===== src/verilog/dsm_map.svh =====
// Purpose: fixed constants of the data space router
// Assumes: included by bare name wherever a constant is needed
// Notes:   the x/y boundary is hardwired; software cannot move it
`ifndef DSM_MAP_SVH
`define DSM_MAP_SVH

// physical data space and the fixed y block inside it
`define DSM_RAM_BYTES   256
`define DSM_Y_BASE      16'h0080
`define DSM_Y_LAST      16'h00ff

// program window address construction
`define DSM_WIN_BIT     15
`define DSM_PM_LOW_BITS 15

// extra cycles charged for a program window access
`define DSM_EXTRA_NONE  2'h0
`define DSM_EXTRA_ONE   2'h1
`define DSM_EXTRA_TWO   2'h2

// misc values
`define DSM_ZERO_WORD   16'h0000
`define DSM_MOD_STEP    16'h0002
`define DSM_BR_BITS     7
`define DSM_RST_VAL     1'h0

`endif


===== src/verilog/dsm_pkg.sv =====
// Purpose: types shared by the data space router files
// Assumes: nothing beyond plain synthesizable types
// Notes:   enums carry no explicit codes
package dsm_pkg;

  // access sequencer states
  typedef enum logic [1:0] {DSM_IDLE, DSM_ACCESS, DSM_CAPTURE, DSM_WAIT} dsm_fsm_t;

  // instruction kind reported by the execution core
  typedef enum logic [2:0] {
    KIND_MOVE_INSTRUCTION,
    KIND_DOUBLE_MOVE_INSTRUCTION,
    KIND_MULT_ACC_PREFETCH,
    KIND_MULT_ACC_PLAIN,
    KIND_OTHER
  } dsm_kind_t;

  // pointer that produced an effective address
  typedef enum logic [2:0] {
    PTR_OTHER,
    PTR_X_PREFETCH_A,
    PTR_X_PREFETCH_B,
    PTR_Y_PREFETCH_A,
    PTR_Y_PREFETCH_B
  } dsm_ptr_t;

  // address modifier mode
  typedef enum logic [1:0] {AMODE_LINEAR, AMODE_MODULO, AMODE_BITREV} dsm_amode_t;

  // complete state of the router
  typedef struct packed {
    dsm_fsm_t    st;
    logic [1:0]  cnt;
    logic        x_win;
    logic        x_zero;
    logic        x_read;
    logic        y_zero;
    logic        ram_re;
    logic        ram_we;
    logic [15:0] ram_addr;
    logic [15:0] ram_wdata;
    logic        yram_re;
    logic [15:0] yram_addr;
    logic        pm_re;
    logic [23:0] pm_addr;
    logic [15:0] x_rdata;
    logic [15:0] y_rdata;
    logic        done;
    logic        win_drop;
  } dsm_regs_t;

endpackage

===== src/verilog/dsm_data_router.sv =====
// Purpose: data space decode, x/y routing and program window access
// Assumes: synchronous memories answer one cycle after their strobe
// Notes:   whole state sits in one packed struct register
// Function
// - upper data half maps onto program page
// - window needs msb set and enable bit
// - low 15 bits from ea, next 8 page, msb zero
// - window read returns low 16 bits only
// - window off while table access runs
// - moves and prefetch accumulate add one cycle
// - other instructions add two cycles
// - repeat loop edges add two cycles
// - other repeat iterations add nothing
// - upper half always x, never y
// - non accumulate instructions see linear space
// - accumulate reads split x/y by pointer
// - concurrent x/y only for accumulate class
// - all writes over x bus, none y
// - y path only for accumulate class, prefetch or plain
// - modulo both paths, bit reverse x writes
// - write-back may reach any implemented address
// - out of region reads return zero
// - x/y boundary fixed in hardware
`timescale 1ns/1ps
`include "dsm_map.svh"
module dsm_data_router
  import dsm_pkg::*;
#(
  parameter int RAM_BYTES = `DSM_RAM_BYTES,
  parameter int BR_BITS   = `DSM_BR_BITS
)(
  input  wire logic        clk_in,
  input  wire logic        rstn_in,
  input  wire logic        ce_in,
  input  wire logic        program_window_enable_in,
  input  wire logic [7:0]  program_window_page_in,
  input  wire logic        table_busy_in,
  input  wire dsm_kind_t   kind_in,
  input  wire logic        rep_active_in,
  input  wire logic        rep_first_in,
  input  wire logic        rep_last_in,
  input  wire logic        rep_irq_exit_in,
  input  wire logic        rep_irq_reentry_in,
  input  wire logic        x_req_in,
  input  wire logic        x_we_in,
  input  wire logic [15:0] x_ea_in,
  input  wire dsm_ptr_t    x_ptr_in,
  input  wire dsm_amode_t  x_amode_in,
  input  wire logic [15:0] x_mod_start_in,
  input  wire logic [15:0] x_mod_end_in,
  input  wire logic [15:0] x_wdata_in,
  input  wire logic        y_req_in,
  input  wire logic [15:0] y_ea_in,
  input  wire dsm_ptr_t    y_ptr_in,
  input  wire dsm_amode_t  y_amode_in,
  input  wire logic [15:0] y_mod_start_in,
  input  wire logic [15:0] y_mod_end_in,
  output logic             ready_out,
  output logic             done_out,
  output logic      [15:0] x_rdata_out,
  output logic      [15:0] y_rdata_out,
  output logic             win_write_drop_out,
  output logic             ram_re_out,
  output logic             ram_we_out,
  output logic      [15:0] ram_addr_out,
  output logic      [15:0] ram_wdata_out,
  input  wire logic [15:0] ram_rdata_in,
  output logic             yram_re_out,
  output logic      [15:0] yram_addr_out,
  input  wire logic [15:0] yram_rdata_in,
  output logic             pm_re_out,
  output logic      [23:0] pm_addr_out,
  input  wire logic [23:0] pm_rdata_in
);

  // refuse sizes the 16-bit decode cannot serve
  initial
  begin
    if (RAM_BYTES < 2 || RAM_BYTES > 32768)
      $error("data memory size out of range");
    if (BR_BITS < 1 || BR_BITS > 14)
      $error("bit reverse width out of range");
  end

  localparam logic [16:0] RAM_LIMIT = 17'(RAM_BYTES);

  logic        rst_s1_q;
  logic        rst_s2_q;
  logic        rst_n;
  dsm_regs_t   r_q;
  dsm_regs_t   r_d;
  logic [15:0] x_ea;
  logic [15:0] y_ea;
  logic        macc_class;
  logic        one_grp;
  logic        rep_edge;
  logic        x_win;
  logic        x_in_y;
  logic        x_impl;
  logic        x_ptr_ok;
  logic        x_rd_ok;
  logic        x_wr_ok;
  logic        y_go;
  logic        y_ok;
  logic        take;
  logic [1:0]  x_extra;

  // reset release through two flops, assertion stays asynchronous
  always_ff @(posedge clk_in or negedge rstn_in)
  begin
    if (!rstn_in)
    begin
      rst_s1_q <= `DSM_RST_VAL;
      rst_s2_q <= `DSM_RST_VAL;
    end
    else if (ce_in)
    begin
      rst_s1_q <= 1'h1;
      rst_s2_q <= rst_s1_q;
    end
  end
  assign rst_n = rst_s2_q;

  // address modifiers; bit reversal only on x writes
  dsm_ea_adjust #(.BR_BITS(BR_BITS)) u_x_adj (
    .ea_in        (x_ea_in),
    .mode_in      (x_amode_in),
    .br_allow_in  (x_we_in),
    .mod_start_in (x_mod_start_in),
    .mod_end_in   (x_mod_end_in),
    .ea_out       (x_ea)
  );

  dsm_ea_adjust #(.BR_BITS(BR_BITS)) u_y_adj (
    .ea_in        (y_ea_in),
    .mode_in      (y_amode_in),
    .br_allow_in  (1'h0),
    .mod_start_in (y_mod_start_in),
    .mod_end_in   (y_mod_end_in),
    .ea_out       (y_ea)
  );

  // instruction classification
  assign macc_class = (kind_in == KIND_MULT_ACC_PREFETCH) || (kind_in == KIND_MULT_ACC_PLAIN);
  assign one_grp    = (kind_in == KIND_MOVE_INSTRUCTION)
                   || (kind_in == KIND_DOUBLE_MOVE_INSTRUCTION)
                   || (kind_in == KIND_MULT_ACC_PREFETCH);
  assign rep_edge   = rep_first_in || rep_last_in || rep_irq_exit_in || rep_irq_reentry_in;

  // window steal: msb set, enabled, no table access in flight
  assign x_win = x_ea[`DSM_WIN_BIT] && program_window_enable_in && !table_busy_in;

  // y block bounds are constants, never software state
  assign x_in_y = (x_ea >= `DSM_Y_BASE) && (x_ea <= `DSM_Y_LAST);
  assign x_impl = {1'h0, x_ea} < RAM_LIMIT;

  // accumulate reads on x need an x prefetch pointer
  assign x_ptr_ok = !macc_class || x_we_in
                 || (x_ptr_in == PTR_X_PREFETCH_A) || (x_ptr_in == PTR_X_PREFETCH_B);

  // non accumulate reads see y addresses as plain linear space
  assign x_rd_ok = x_win
                || (x_impl && x_ptr_ok && !(macc_class && x_in_y));

  // writes: combined space over x, never through the window
  assign x_wr_ok = !x_win && x_impl;

  // y path only for accumulate class, only the y block, only y pointers
  assign y_go = y_req_in && macc_class;
  assign y_ok = (y_ea >= `DSM_Y_BASE) && (y_ea <= `DSM_Y_LAST)
             && ((y_ptr_in == PTR_Y_PREFETCH_A) || (y_ptr_in == PTR_Y_PREFETCH_B));

  // window cost: one or two extra cycles by instruction class, free in steady repeat
  always_comb
  begin
    x_extra = `DSM_EXTRA_NONE;
    if (x_win && !x_we_in)
    begin
      if (rep_active_in)
        x_extra = rep_edge ? `DSM_EXTRA_TWO : `DSM_EXTRA_NONE;
      else
        x_extra = one_grp ? `DSM_EXTRA_ONE : `DSM_EXTRA_TWO;
    end
  end

  assign ready_out = (r_q.st == DSM_IDLE);
  assign take      = ready_out && (x_req_in || y_go);

  // sequencer: take, strobe memories, capture, pay extra cycles
  always_comb
  begin
    r_d          = r_q;
    r_d.done     = 1'h0;
    r_d.win_drop = 1'h0;
    case (r_q.st)
      DSM_IDLE:
      begin
        if (take)
        begin
          r_d.st        = DSM_ACCESS;
          r_d.cnt       = x_extra;
          r_d.x_read    = x_req_in && !x_we_in;
          r_d.x_win     = x_req_in && x_win;
          r_d.x_zero    = !(x_req_in && !x_we_in && x_rd_ok);
          r_d.ram_re    = x_req_in && !x_we_in && x_rd_ok && !x_win;
          r_d.ram_we    = x_req_in && x_we_in && x_wr_ok;
          r_d.ram_addr  = x_ea;
          r_d.ram_wdata = x_wdata_in;
          r_d.pm_re     = x_req_in && !x_we_in && x_win;
          r_d.pm_addr   = {1'h0, program_window_page_in,
                           x_ea[`DSM_PM_LOW_BITS-1:0]};
          r_d.win_drop  = x_req_in && x_we_in && x_win;
          r_d.yram_re   = y_go && y_ok;
          r_d.yram_addr = y_ea;
          r_d.y_zero    = !(y_go && y_ok);
        end
      end
      DSM_ACCESS:
      begin
        // strobes last exactly one cycle
        r_d.ram_re  = 1'h0;
        r_d.ram_we  = 1'h0;
        r_d.pm_re   = 1'h0;
        r_d.yram_re = 1'h0;
        r_d.st      = DSM_CAPTURE;
      end
      DSM_CAPTURE:
      begin
        if (r_q.x_zero)
          r_d.x_rdata = `DSM_ZERO_WORD;
        else if (r_q.x_win)
          r_d.x_rdata = pm_rdata_in[15:0];
        else
          r_d.x_rdata = ram_rdata_in;
        r_d.y_rdata = r_q.y_zero ? `DSM_ZERO_WORD : yram_rdata_in;
        if (r_q.cnt == `DSM_EXTRA_NONE)
        begin
          r_d.done = 1'h1;
          r_d.st   = DSM_IDLE;
        end
        else
        begin
          r_d.st = DSM_WAIT;
        end
      end
      DSM_WAIT:
      begin
        // data already held; only the charged cycles remain
        r_d.cnt = r_q.cnt - 2'h1;
        if (r_q.cnt == `DSM_EXTRA_ONE)
        begin
          r_d.done = 1'h1;
          r_d.st   = DSM_IDLE;
        end
      end
      default:
      begin
        r_d.st = DSM_IDLE;
      end
    endcase
  end

  // whole state in one register, frozen while ce is low
  always_ff @(posedge clk_in or negedge rst_n)
  begin
    if (!rst_n)
      r_q <= '0;
    else if (ce_in)
      r_q <= r_d;
  end

  assign done_out           = r_q.done;
  assign x_rdata_out        = r_q.x_rdata;
  assign y_rdata_out        = r_q.y_rdata;
  assign win_write_drop_out = r_q.win_drop;
  assign ram_re_out         = r_q.ram_re;
  assign ram_we_out         = r_q.ram_we;
  assign ram_addr_out       = r_q.ram_addr;
  assign ram_wdata_out      = r_q.ram_wdata;
  assign yram_re_out        = r_q.yram_re;
  assign yram_addr_out      = r_q.yram_addr;
  assign pm_re_out          = r_q.pm_re;
  assign pm_addr_out        = r_q.pm_addr;
endmodule


===== src/verilog/dsm_ea_adjust.sv =====
// Purpose: modulo and bit-reversed correction of one effective address
// Assumes: pointers step by whole words, so modulo wraps by two bytes
// Notes:   purely combinational; bit reversal only where the caller allows
`timescale 1ns/1ps
`include "dsm_map.svh"
module dsm_ea_adjust
  import dsm_pkg::*;
#(
  parameter int BR_BITS = `DSM_BR_BITS
)(
  input  wire logic [15:0] ea_in,
  input  wire dsm_amode_t  mode_in,
  input  wire logic        br_allow_in,
  input  wire logic [15:0] mod_start_in,
  input  wire logic [15:0] mod_end_in,
  output logic      [15:0] ea_out
);

  // reversal works on word offsets, bit 0 stays the byte select
  initial
  begin
    if (BR_BITS < 1 || BR_BITS > 14)
      $error("bit reverse width out of range");
  end

  logic [15:0] rev;

  // mirror bits BR_BITS..1, keep the rest as they are
  assign rev[0] = ea_in[0];
  genvar gi;
  generate
    for (gi = 1; gi < 16; gi++)
    begin : g_rev
      if (gi <= BR_BITS)
      begin : g_swap
        assign rev[gi] = ea_in[BR_BITS + 1 - gi];
      end
      else
      begin : g_keep
        assign rev[gi] = ea_in[gi];
      end
    end
  endgenerate

  // modulo wraps to the other end of the buffer
  always_comb
  begin
    ea_out = ea_in;
    case (mode_in)
      AMODE_MODULO:
      begin
        if (ea_in > mod_end_in)
          ea_out = mod_start_in + (ea_in - mod_end_in - `DSM_MOD_STEP);
        else if (ea_in < mod_start_in)
          ea_out = mod_end_in + `DSM_MOD_STEP - (mod_start_in - ea_in);
      end
      AMODE_BITREV:
      begin
        if (br_allow_in)
          ea_out = rev;
      end
      default:
      begin
        ea_out = ea_in;
      end
    endcase
  end

endmodule


===== config.mk =====
export PLATFORM = sky130hd
export DESIGN_NAME = dsm_data_router
export DESIGN_NICKNAME = d
export VERILOG_FILES = /design/src/verilog/dsm_pkg.sv /design/src/verilog/dsm_data_router.sv /design/src/verilog/dsm_ea_adjust.sv
export VERILOG_INCLUDE_DIRS = /design/src /design/src/verilog
export SDC_FILE = /design/constraint.sdc
export NUM_CORES = 1
export LEC_CHECK = 0
export ABC_AREA = 0
export BUFFER_PORTS_ARGS = -buffer_cell sky130_fd_sc_hd__clkbuf_2
export CORE_ASPECT_RATIO = 1.5
export CORE_MARGIN = 4
export CORE_UTILIZATION = 34
export CTS_BUF_LIST = sky130_fd_sc_hd__clkbuf_16
export DETAILED_ROUTE_END_ITERATION = 12
export PLACE_DENSITY_LB_ADDON = 0.3
export SYNTH_ARGS = -nofsm -noshare
export SYNTH_HDL_FRONTEND = slang
export SYNTH_SLANG_ARGS = --single-unit

===== constraint.sdc =====
create_clock -name clk_in -period 3.65 [get_ports clk_in]
set_clock_uncertainty 0.1 [all_clocks]
set_input_delay 0.1825 -clock clk_in [delete_from_list [all_inputs] [get_ports clk_in]]
set_output_delay 0.1825 -clock clk_in [all_outputs]
set_load 0.01 [all_outputs]

==> metrics.txt, run 1 <==
worst-margin pin slew=1020 ps; initial antenna violation count=0; power density over cell area=463 mW/mm²; R2R Path End=ram_we_out; maximum clock frequency=284 MHz; data arrival time of the critical path=3670 ps; Hold/Removal Path Class=input port to flop; depth of the worst register-to-register path=7; final design area excluding fillers=0.0169 mm²; family of cells with the greatest summed delay on the critical path=simple AND/OR/NAND/NOR gates; endpoint of the worst hold-timing path=x_rdata_out[3]; clk slew on worst S/H paths=80 ps; shortest clock period the worst path allows after layout=3530 ps; number of maximum-capacitance constraint violations=0; final-stage net count=2409; biggest cell delay along the critical path=510 ps; cell area after placement=0.0156 mm²; # DRC=0; ratio of final minimum period to clock period=96.6%; critical path, cell by cell=clkbuf_2 -> inv_1 -> ha_4 -> fa_1 -> inv_1 -> ha_4 -> nand4_1 -> o211ai_1 -> o21a_1 -> or4b_4 -> and3_4 -> a222oi_1 -> buf_4 -> nand2_2 -> or3_4 -> o41ai_2; most common cell after layout, fill and taps aside=clkbuf_2; flop and latch count out of synthesis=103; syn_area_per_cell=8.31 µm²; Fin. Hold Viols=0; number of cells on the worst hold path=3; most common flop cell mapped by yosys=dfrtp_1; first-pass iteration count of the detailed router=7; gate count after technology mapping=1542; Antenna Violating Nets Remaining=0; worst vdd rail ir drop=0.000228 V; number of buffers inserted during clock tree synthesis=9; netlist area before placement=0.0128 mm²; number of core rows=86; outcome=finished clean; instance count after placement with tap cells included=2389; Vias=12302; proportion of register bits with asynchronous set or reset after synthesis=100%; wire length of the first global-routing pass=64500 µm; via count of the first global-routing pass=12873; layout cells sized above 1=32.5%; latest clock arrival within the worst-skew pair=350 ps; final max-slew violation count=0; count of input and output buffers=303; maximum clock path buffer count=2; detailed placer's ending HPWL=34800 µm; TritonCTS clock tree=done; EDFF count, synth=0; Final Setup Violations=0; start point of the worst hold path=ram_rdata_in[3]; gpl congestion=0.953; data required time of the worst path=3800 ps; count of distinct cell types in the synthesized netlist=75; Critical path buffers and inverters=4; worst slew margin relative to its limit=31.6%; core area=0.0370 mm²; most frequent cells in the layout=301 x clkbuf_2, 214 x buf_4, 198 x nand2_1, 197 x inv_1, 147 x ha_1; maximum level of the CTS H-tree=3; final total negative setup slack=0 ps; DIE HEIGHT=246 µm; type of destination of the critical path=flop; Register-to-Register Setup Slack=950 ps; DRT Wirelength=41200 µm; maximum number of pins on one net before global-route repair=65; Total Routing Usage GR=19.3%; routed via count divided by cell count=5.02; kind of start point of the critical path=input port; leakage power=8.64 nW; Setup Crit Path Kind=input port to flop; Synthesized Nets=1989; final cell count without fillers=2452; Die Footprint=0.0409 mm²; Yosys warning count=0; fraction of the yosys area taken by sequential cells=20.1%; I/O pin count=313; initial core utilization=34.6%; highest net fanout along the worst path=4; Critical R2R Launch=r_q[116]; chip width=166 µm; clock sink count=103; Max stage delay cell, worst path=or4b_4; wire length per cell=16.8 µm; Iteration-0 DRC Markers=526; buffer type at the clock tree root=clkbuf_16; Layout area overhead=32.3%; total grt overflow=0
layout make-up:
| cell class | instances | area [µm²] |
|---|---|---|
| Tap cell | 484 | 606 |
| Timing Repair Buffer | 558 | 3550 |
| Fill cell | 3653 | 20100 |
| Sequential cell | 103 | 2580 |
| Antenna cell | 1 | 2.50 |
| Multi-Input combinational cell | 1083 | 9150 |
| Clock inverter | 7 | 50.0 |
| Clock buffer | 9 | 225 |
| Inverter | 207 | 782 |
synthesized netlist by cell type (all sizes together), types with 17 or more instances:
master / number / area share [%]
inv: 207 / 6.1
nand2: 203 / 6.0
ha: 182 / 18
buf: 115 / 6.5
dfrtp: 103 / 20
o21ai: 85 / 3.4
a21oi: 75 / 2.9
fa: 63 / 9.8
nor2: 59 / 1.8
clkbuf: 34 / 1.0
xnor2: 34 / 2.3
nand2b: 28 / 1.4
nand3: 28 / 1.1
mux2i: 27 / 2.1
o31ai: 24 / 1.4
nor3: 21 / 0.82
a21o: 19 / 1.1
a211oi: 18 / 1.1
nor2b: 18 / 0.88
xor2: 18 / 1.2
o211ai: 17 / 1.0
layer usage:
layer | GRT usage, % | vias to the layer above | routed length, µm
met5 | 0 | - | 0
met4 | 5.59 | 0 | 1180
met3 | 2.49 | 77 | 1650
met2 | 38.7 | 343 | 22600
met1 | 20.9 | 5886 | 15800
li1 | - | 5996 | -
registers in the layout, indices dropped and copies added, names as in the netlist, 7 cells and up:
register / count
pm_addr_out: 8
yram_addr_out: 16
ram_wdata_out: 16
r_q: 7
x_rdata_out: 16
y_rdata_out: 16
ram_addr_out: 16
worst register-to-register path: stages, from the launching register on:
cell,delay [ps]
dfrtp_1,520
nor2_1,290
and2_1,270
nand2_2,310
a211oi_2,290
o2111ai_2,170
or3_4,390
o41ai_2,270
stage by stage:
stage	hold slack [ps]	worst slack (ps)	power (W)	util, %
after floorplan	-213	-61.5	0.00535	-
after global placement	-132	-434	0.00654	42.1
after detailed placement	-127	-421	0.00662	42.1
after CTS	30.3	21.3	0.00761	43.9
after global routing	52.4	-4.79	0.00853	45.8
final	56.6	124	0.00785	45.8
how the worst max path moves through the flow:
stage / from / endpoint / slack (ps) / cells past startpoint
after floorplan: x_ea_in[1] / ram_we_out / -60 / 15
after global placement: x_ea_in[2] / ram_re_out / -430 / 16
after detailed placement: x_ea_in[1] / ram_we_out / -420 / 15
after CTS: x_ea_in[1] / ram_we_out / 20 / 16
after global routing: x_ea_in[7] / ram_we_out / -5 / 16
final: x_ea_in[4] / ram_we_out / 120 / 16
cells by family after synthesis:
| family | after synthesis | share of synthesized area [%] |
|---|---|---|
| other | 1 | 0.0293 |
| adder cells (fa/ha/maj) | 245 | 27.6 |
| buffers and inverters | 356 | 13.6 |
| AND/OR/NAND/NOR | 412 | 15.0 |
| multiplexers | 29 | 2.29 |
| flip-flops | 103 | 20.1 |
| AO/OA/AOI/OAI | 344 | 17.8 |
| XOR/XNOR | 52 | 3.56 |
power by group:
group | switching (W) | leakage, nW | internal (W)
sequential | 0.000425 | 1.27 | 0.00164
clock | 0.000442 | 0.128 | 0.000464
combinational | 0.00260 | 7.24 | 0.00228
what timing repair did:
item / in CTS / in global routing
pin swaps: 1 / 45
hold buffers: 41 / 0
setup endpoints to repair: 3 / 14
hold endpoints to repair: 42 / 0
gates resized for setup: 0 / 105
buffers inserted: 1 / 4
No activity file was read; power rests on OpenSTA's default activity.
==> run 2: changes to the inputs <==
- SLEW_MARGIN: not set -> 20
- SYNTH_HIERARCHICAL: not set -> 1
==> metrics.txt, run 2 <==
outcome=finished clean; proportion of register bits with asynchronous set or reset after synthesis=100%; most common cell after layout, fill and taps aside=clkbuf_2; initial antenna violation count=3; setup repair after global routing missed its margin=true; number of core rows=87; buffer type at the clock tree root=clkbuf_16; wire length per cell=16.7 µm; Internal Power=0.00476 W; Setup Crit Path Kind=input port to flop; end-of-flow core utilization=44.7%; number of buffers inserted during clock tree synthesis=9; top-count cell post-synth=ha_1; data required time of the worst path=3850 ps; count of distinct cell types in the synthesized netlist=83; initial core utilization=34.5%; type of destination of the critical path=flop; chip width=168 µm; detailed placer's ending HPWL=33100 µm; fraction of the yosys area taken by sequential cells=19.8%; total grt overflow=0; layout cells sized above 1=37.1%; final max-slew violation count=0; first-pass iteration count of the detailed router=5; kind of start point of the critical path=input port; gate count after technology mapping=1391; Flop pwr share=25.6%; portion of synthesized cell area occupied by the leading cell type=19.8%; wire length of the first global-routing pass=61100 µm; Iteration-0 DRC Markers=405; Fin. Hold Viols=0; worst-margin pin slew=916 ps; switching share of power=42.0%; ratio of final minimum period to clock period=99.8%; final-layout worst hold slack=54.0 ps; storage element area=0.00258 mm²; latest clock arrival within the worst-skew pair=360 ps; final-stage net count=2275; syn_area_per_cell=9.34 µm²; # DRC=0; combinational group share of total power=61.9%; Yosys warning count=6; via count of the first global-routing pass=12013; area occupied by multi-input gates=0.00904 mm²; number of maximum-capacitance constraint violations=0; netlist area before placement=0.0130 mm²; most common flop cell mapped by yosys=dfrtp_1; Clk network pwr share=12.5%; gpl congestion=0.898; switching power summed over all nets=0.00344 W; highest net fanout along the worst path=4; Antenna Violating Nets Remaining=0; leakage power=8.74 nW; maximum clock path buffer count=2; leading cell types by count after synthesis=182 x ha_1, 179 x inv_1, 104 x buf_4; Total Routing Usage GR=18.3%; worst slew margin relative to its limit=38.6%; Vias=11310; clock sink count=103; cells taking the most area after synthesis=dfrtp_1 20%, ha_1 18%, fa_1 9.9%; Register-to-Register Setup Slack=1580 ps; Final Setup Violations=0; core area=0.0377 mm²; power density over cell area=487 mW/mm²; I/O pin count=313; routed via count divided by cell count=4.87; Die Footprint=0.0415 mm²; maximum clock frequency=275 MHz; DRT Wirelength=38800 µm; final cell count without fillers=2324; worst vdd rail ir drop=0.000310 V; instance count after placement with tap cells included=2253; most frequent cells in the layout=301 x clkbuf_2, 216 x buf_4, 177 x inv_1, 172 x ha_1, 102 x dfrtp_1; DIE HEIGHT=247 µm; data arrival time of the critical path=3840 ps; EDFF count, synth=0; clk slew on worst S/H paths=80 ps; maximum number of pins on one net before global-route repair=44; post-synth top area cell=dfrtp_1; maximum level of the CTS H-tree=3; FILL cells=3700; Layout area overhead=29.7%; shortest clock period the worst path allows after layout=3640 ps; TritonCTS clock tree=done; total power=0.00820 W; count of input and output buffers=303; Hold/Removal Path Class=input port to flop; flop and latch count out of synthesis=103
run 2: final timing paths:
path	from	end	depth (start not counted)
worst max-delay path	x_ea_in[1]	ram_re_out	18
worst min-delay path	ram_rdata_in[8]	x_rdata_out[8]	3
min in group asynchronous	rstn_in	rst_n	2
worst max register to register	r_q[116]	pm_addr_out[18]	4
worst min register to register	rst_n	y_rdata_out[13]	0
max in group asynchronous	rst_n	ram_wdata_out[13]	1
run 2: power groups by stage:
stage	registers [W]	clock network, W	logic [W]
after floorplan	0.00191	0	0.00390
after global placement	0.00210	0	0.00483
after detailed placement	0.00212	0	0.00488
after CTS	0.00210	0.00107	0.00498
after global routing	0.00218	0.00111	0.00559
final	0.00210	0.00103	0.00508
run 2: timing repair:
action | CTS | global route
gates cloned | 0 | 0
endpoints found under the setup margin | 7 | 10
hold endpoints to repair | 42 | 0
resized for setup | 9 | 46
hold buffers | 41 | 0
pin swaps | 20 | 30
buffers inserted | 7 | 4
run 2: final cells by class:
class,count,share of cell area [%]
clock inverter,7,0.468
clock buffer,9,1.34
multi-input combinational,971,53.6
tap,489,3.63
antenna,3,0.0446
inverter,179,4.03
timing repair buffer,563,21.5
sequential,103,15.3
run 2: through the flow:
stage                     TNS (ps)  setup slack, ps  area [µm²]
final                            0             9.07       16800
after global routing          -892             -160       16800
after CTS                    -70.3            -37.4       16600
after detailed placement     -5090             -495       15800
after global placement       -4440             -488       15800
after floorplan              -1.27            -1.27       13100
run 2: kinds of logic after synthesis:
| logic type | synth area share, % |
|---|---|
| buffers and inverters | 13.2 |
| AO/OA/AOI/OAI | 16.5 |
| AND/OR/NAND/NOR | 10.2 |
| adder cells (fa/ha/maj) | 27.4 |
| flip-flops | 19.8 |
| multiplexers | 8.86 |
| XOR/XNOR | 3.98 |
| other | 0.0289 |
run 2: per-layer routing:
metal / up-vias / GRT usage, % / share of wire (%)
li1: 5571 / - / -
met1: 5356 / 19.7 / 38
met2: 299 / 35.3 / 54
met3: 84 / 1.94 / 3.4
met4: 0 / 8.81 / 4.9
met5: - / 0 / 0
run 2: critical path, cell delays in order:
cell and delay [ps]:
buf_8 80, clkinvlp_4 130, ha_4 250, fa_1 530, inv_1 50, ha_2 200, fa_2 370, a211oi_2 290
buf_4 160, o21bai_1 70, a21oi_1 160, xnor2_1 80, nor2_1 90, a211oi_1 50, a221o_1 360, o311a_4 420
nor3_4 230, a22o_1 150
==> run 3: changes to the inputs <==
- CORE_UTILIZATION: 34 -> 51
- clock period: 3.65 -> 3.5 ns (I/O delays scaled with it)
==> metrics.txt, run 3 (same netlist as run 2, synthesis figures left out) <==
outcome=complete, but fails checks; violated checks=setup timing; type of destination of the critical path=flop; Setup Crit Path Kind=input port to flop; detailed placer's ending HPWL=32100 µm; leakage power=8.84 nW; final design area excluding fillers=0.0168 mm²; initial core utilization=51.9%; shortest clock period the worst path allows after layout=3760 ps; total grt overflow=0; kind of start point of the critical path=input port; end-of-flow core utilization=66.9%; chip width=138 µm; startpoint of the most critical setup path=y_ea_in[1]; layout cells sized above 1=37.6%; worst-margin pin slew=1020 ps; data arrival time of the critical path=3960 ps; maximum clock frequency=266 MHz; DRT Wirelength=38600 µm; setup slack after layout=-260 ps; core area=0.0251 mm²; final-layout worst hold slack=33.3 ps; wire length per cell=17.7 µm; final max-slew violation count=0; biggest cell delay along the critical path=570 ps; worst slew margin relative to its limit=32.1%; maximum level of the CTS H-tree=3; wire length of the first global-routing pass=61100 µm; Critical R2R Launch=r_q[116]; Fin. Hold Viols=0; most common cell after layout, fill and taps aside=clkbuf_2; Vias=11847; highest net fanout along the worst path=3; ratio of final minimum period to clock period=107%; clock sink count=103; I/O pin count=313; via count of the first global-routing pass=12472; buffer type at the clock tree root=clkbuf_16; latest clock arrival within the worst-skew pair=350 ps; count of input and output buffers=303; number of maximum-capacitance constraint violations=0; Iteration-0 DRC Markers=453; Die Footprint=0.0281 mm²; final-stage net count=2296; cell area after placement=0.0157 mm²; DIE HEIGHT=203 µm; Final Setup Violations=6; initial antenna violation count=3; power density over cell area=514 mW/mm²; Register-to-Register Setup Slack=1400 ps; first-pass iteration count of the detailed router=6; number of core rows=71; most frequent cells in the layout=301 x clkbuf_2, 238 x buf_4, 175 x inv_1, 174 x ha_1, 102 x dfrtp_1; worst vdd rail ir drop=0.000330 V; Layout area overhead=29.0%; Hold/Removal Path Class=input port to flop; maximum clock path buffer count=2; TritonCTS clock tree=done; # DRC=0; last element of the critical path=yram_re_out; number of buffers inserted during clock tree synthesis=9; maximum number of pins on one net before global-route repair=75; R2R Path End=pm_addr_out[20]; Antenna Violating Nets Remaining=0; Total Routing Usage GR=26.8%; gpl congestion=0.951; Max stage delay cell, worst path=fa_1; clk slew on worst S/H paths=90 ps; routed via count divided by cell count=5.43; critical path, cell by cell=buf_8 -> clkinvlp_4 -> ha_4 -> fa_1 -> inv_2 -> ha_4 -> fa_2 -> a211oi_4 -> o21ai_2 -> a311oi_2 -> buf_4 -> o21ai_2 -> a21oi_2 -> xnor2_2 -> o221ai_2 -> nor4_2 -> nand3b_1 -> nor4_2 -> a21o_1; setup repair after global routing missed its margin=true; data required time of the worst path=3700 ps; depth of the worst register-to-register path=4
[run 3: cell types whose count changed in the layout (fill, tap and decap cells not counted), sizes merged]
cell / change
buf: +21
clkinv: -1
inv: +1
bufinv: -1
clkinvlp: +1
diode: -2
[run 3: what timing repair did]
action | in CTS | in global routing
pin swaps | 27 | 36
setup endpoints to repair | 12 | 18
hold endpoints to repair | 42 | 0
gates resized for setup | 20 | 30
buffers inserted | 6 | 2
hold buffers | 41 | 0
[run 3: worst min-delay path by stage]
stage	from	endpoint	slack [ps]	cells after the start
2_1_floorplan	rstn_in	rst_n	-220	0
3_3_place_gp	rstn_in	rst_s1_q	-140	1
3_5_place_dp	rstn_in	rst_s1_q	-130	1
4_1_cts	ram_rdata_in[2]	x_rdata_out[2]	20	3
5_1_grt	ram_rdata_in[2]	x_rdata_out[2]	40	3
6_report	ram_rdata_in[0]	x_rdata_out[0]	30	3
[run 3: per-stage QoR]
| step | TNS (ps) | worst slack, ps | std cells | power, W |
|---|---|---|---|---|
| 2_1_floorplan | -434 | -125 | 1393 | 0.00606 |
| 3_3_place_gp | -6830 | -549 | 2115 | 0.00721 |
| 3_5_place_dp | -8750 | -705 | 2115 | 0.00735 |
| 4_1_cts | -887 | -157 | 2178 | 0.00854 |
| 5_1_grt | -2720 | -455 | 2182 | 0.00927 |
| 6_report | -818 | -260 | 2182 | 0.00862 |
[run 3: metal layers]
metal | vias to the layer above | global-route usage (%) | routed length [µm]
met1 | 5664 | 26.8 | 13400
met2 | 422 | 53.0 | 21300
met4 | 4 | 13.4 | 2030
met5 | - | 0 | 15
li1 | 5622 | - | -
met3 | 135 | 3.99 | 1860
[run 3: cell type report]
cell class,instances,area [µm²]
Multi-Input combinational cell,971,9000
Fill cell,2061,8290
Timing Repair Buffer,584,3780
Sequential cell,103,2580
Inverter,179,679
Tap cell,328,410
Clock buffer,9,225
Clock inverter,7,80.1
Antenna cell,1,2.50
[run 3: power by group]
group	switching (W)	internal, W	total (W)
registers	0.000446	0.00175	0.00219
logic	0.00268	0.00271	0.00539
clock network	0.000529	0.000512	0.00104
[run 3: critical path: cells and delay by family]
family | cells | cell delay [ps]
AND/OR/NAND/NOR | 3 | 690
AO/OA/AOI/OAI | 7 | 1160
buffers and inverters | 4 | 420
XOR/XNOR | 1 | 140
adder cells (fa/ha/maj) | 4 | 1360
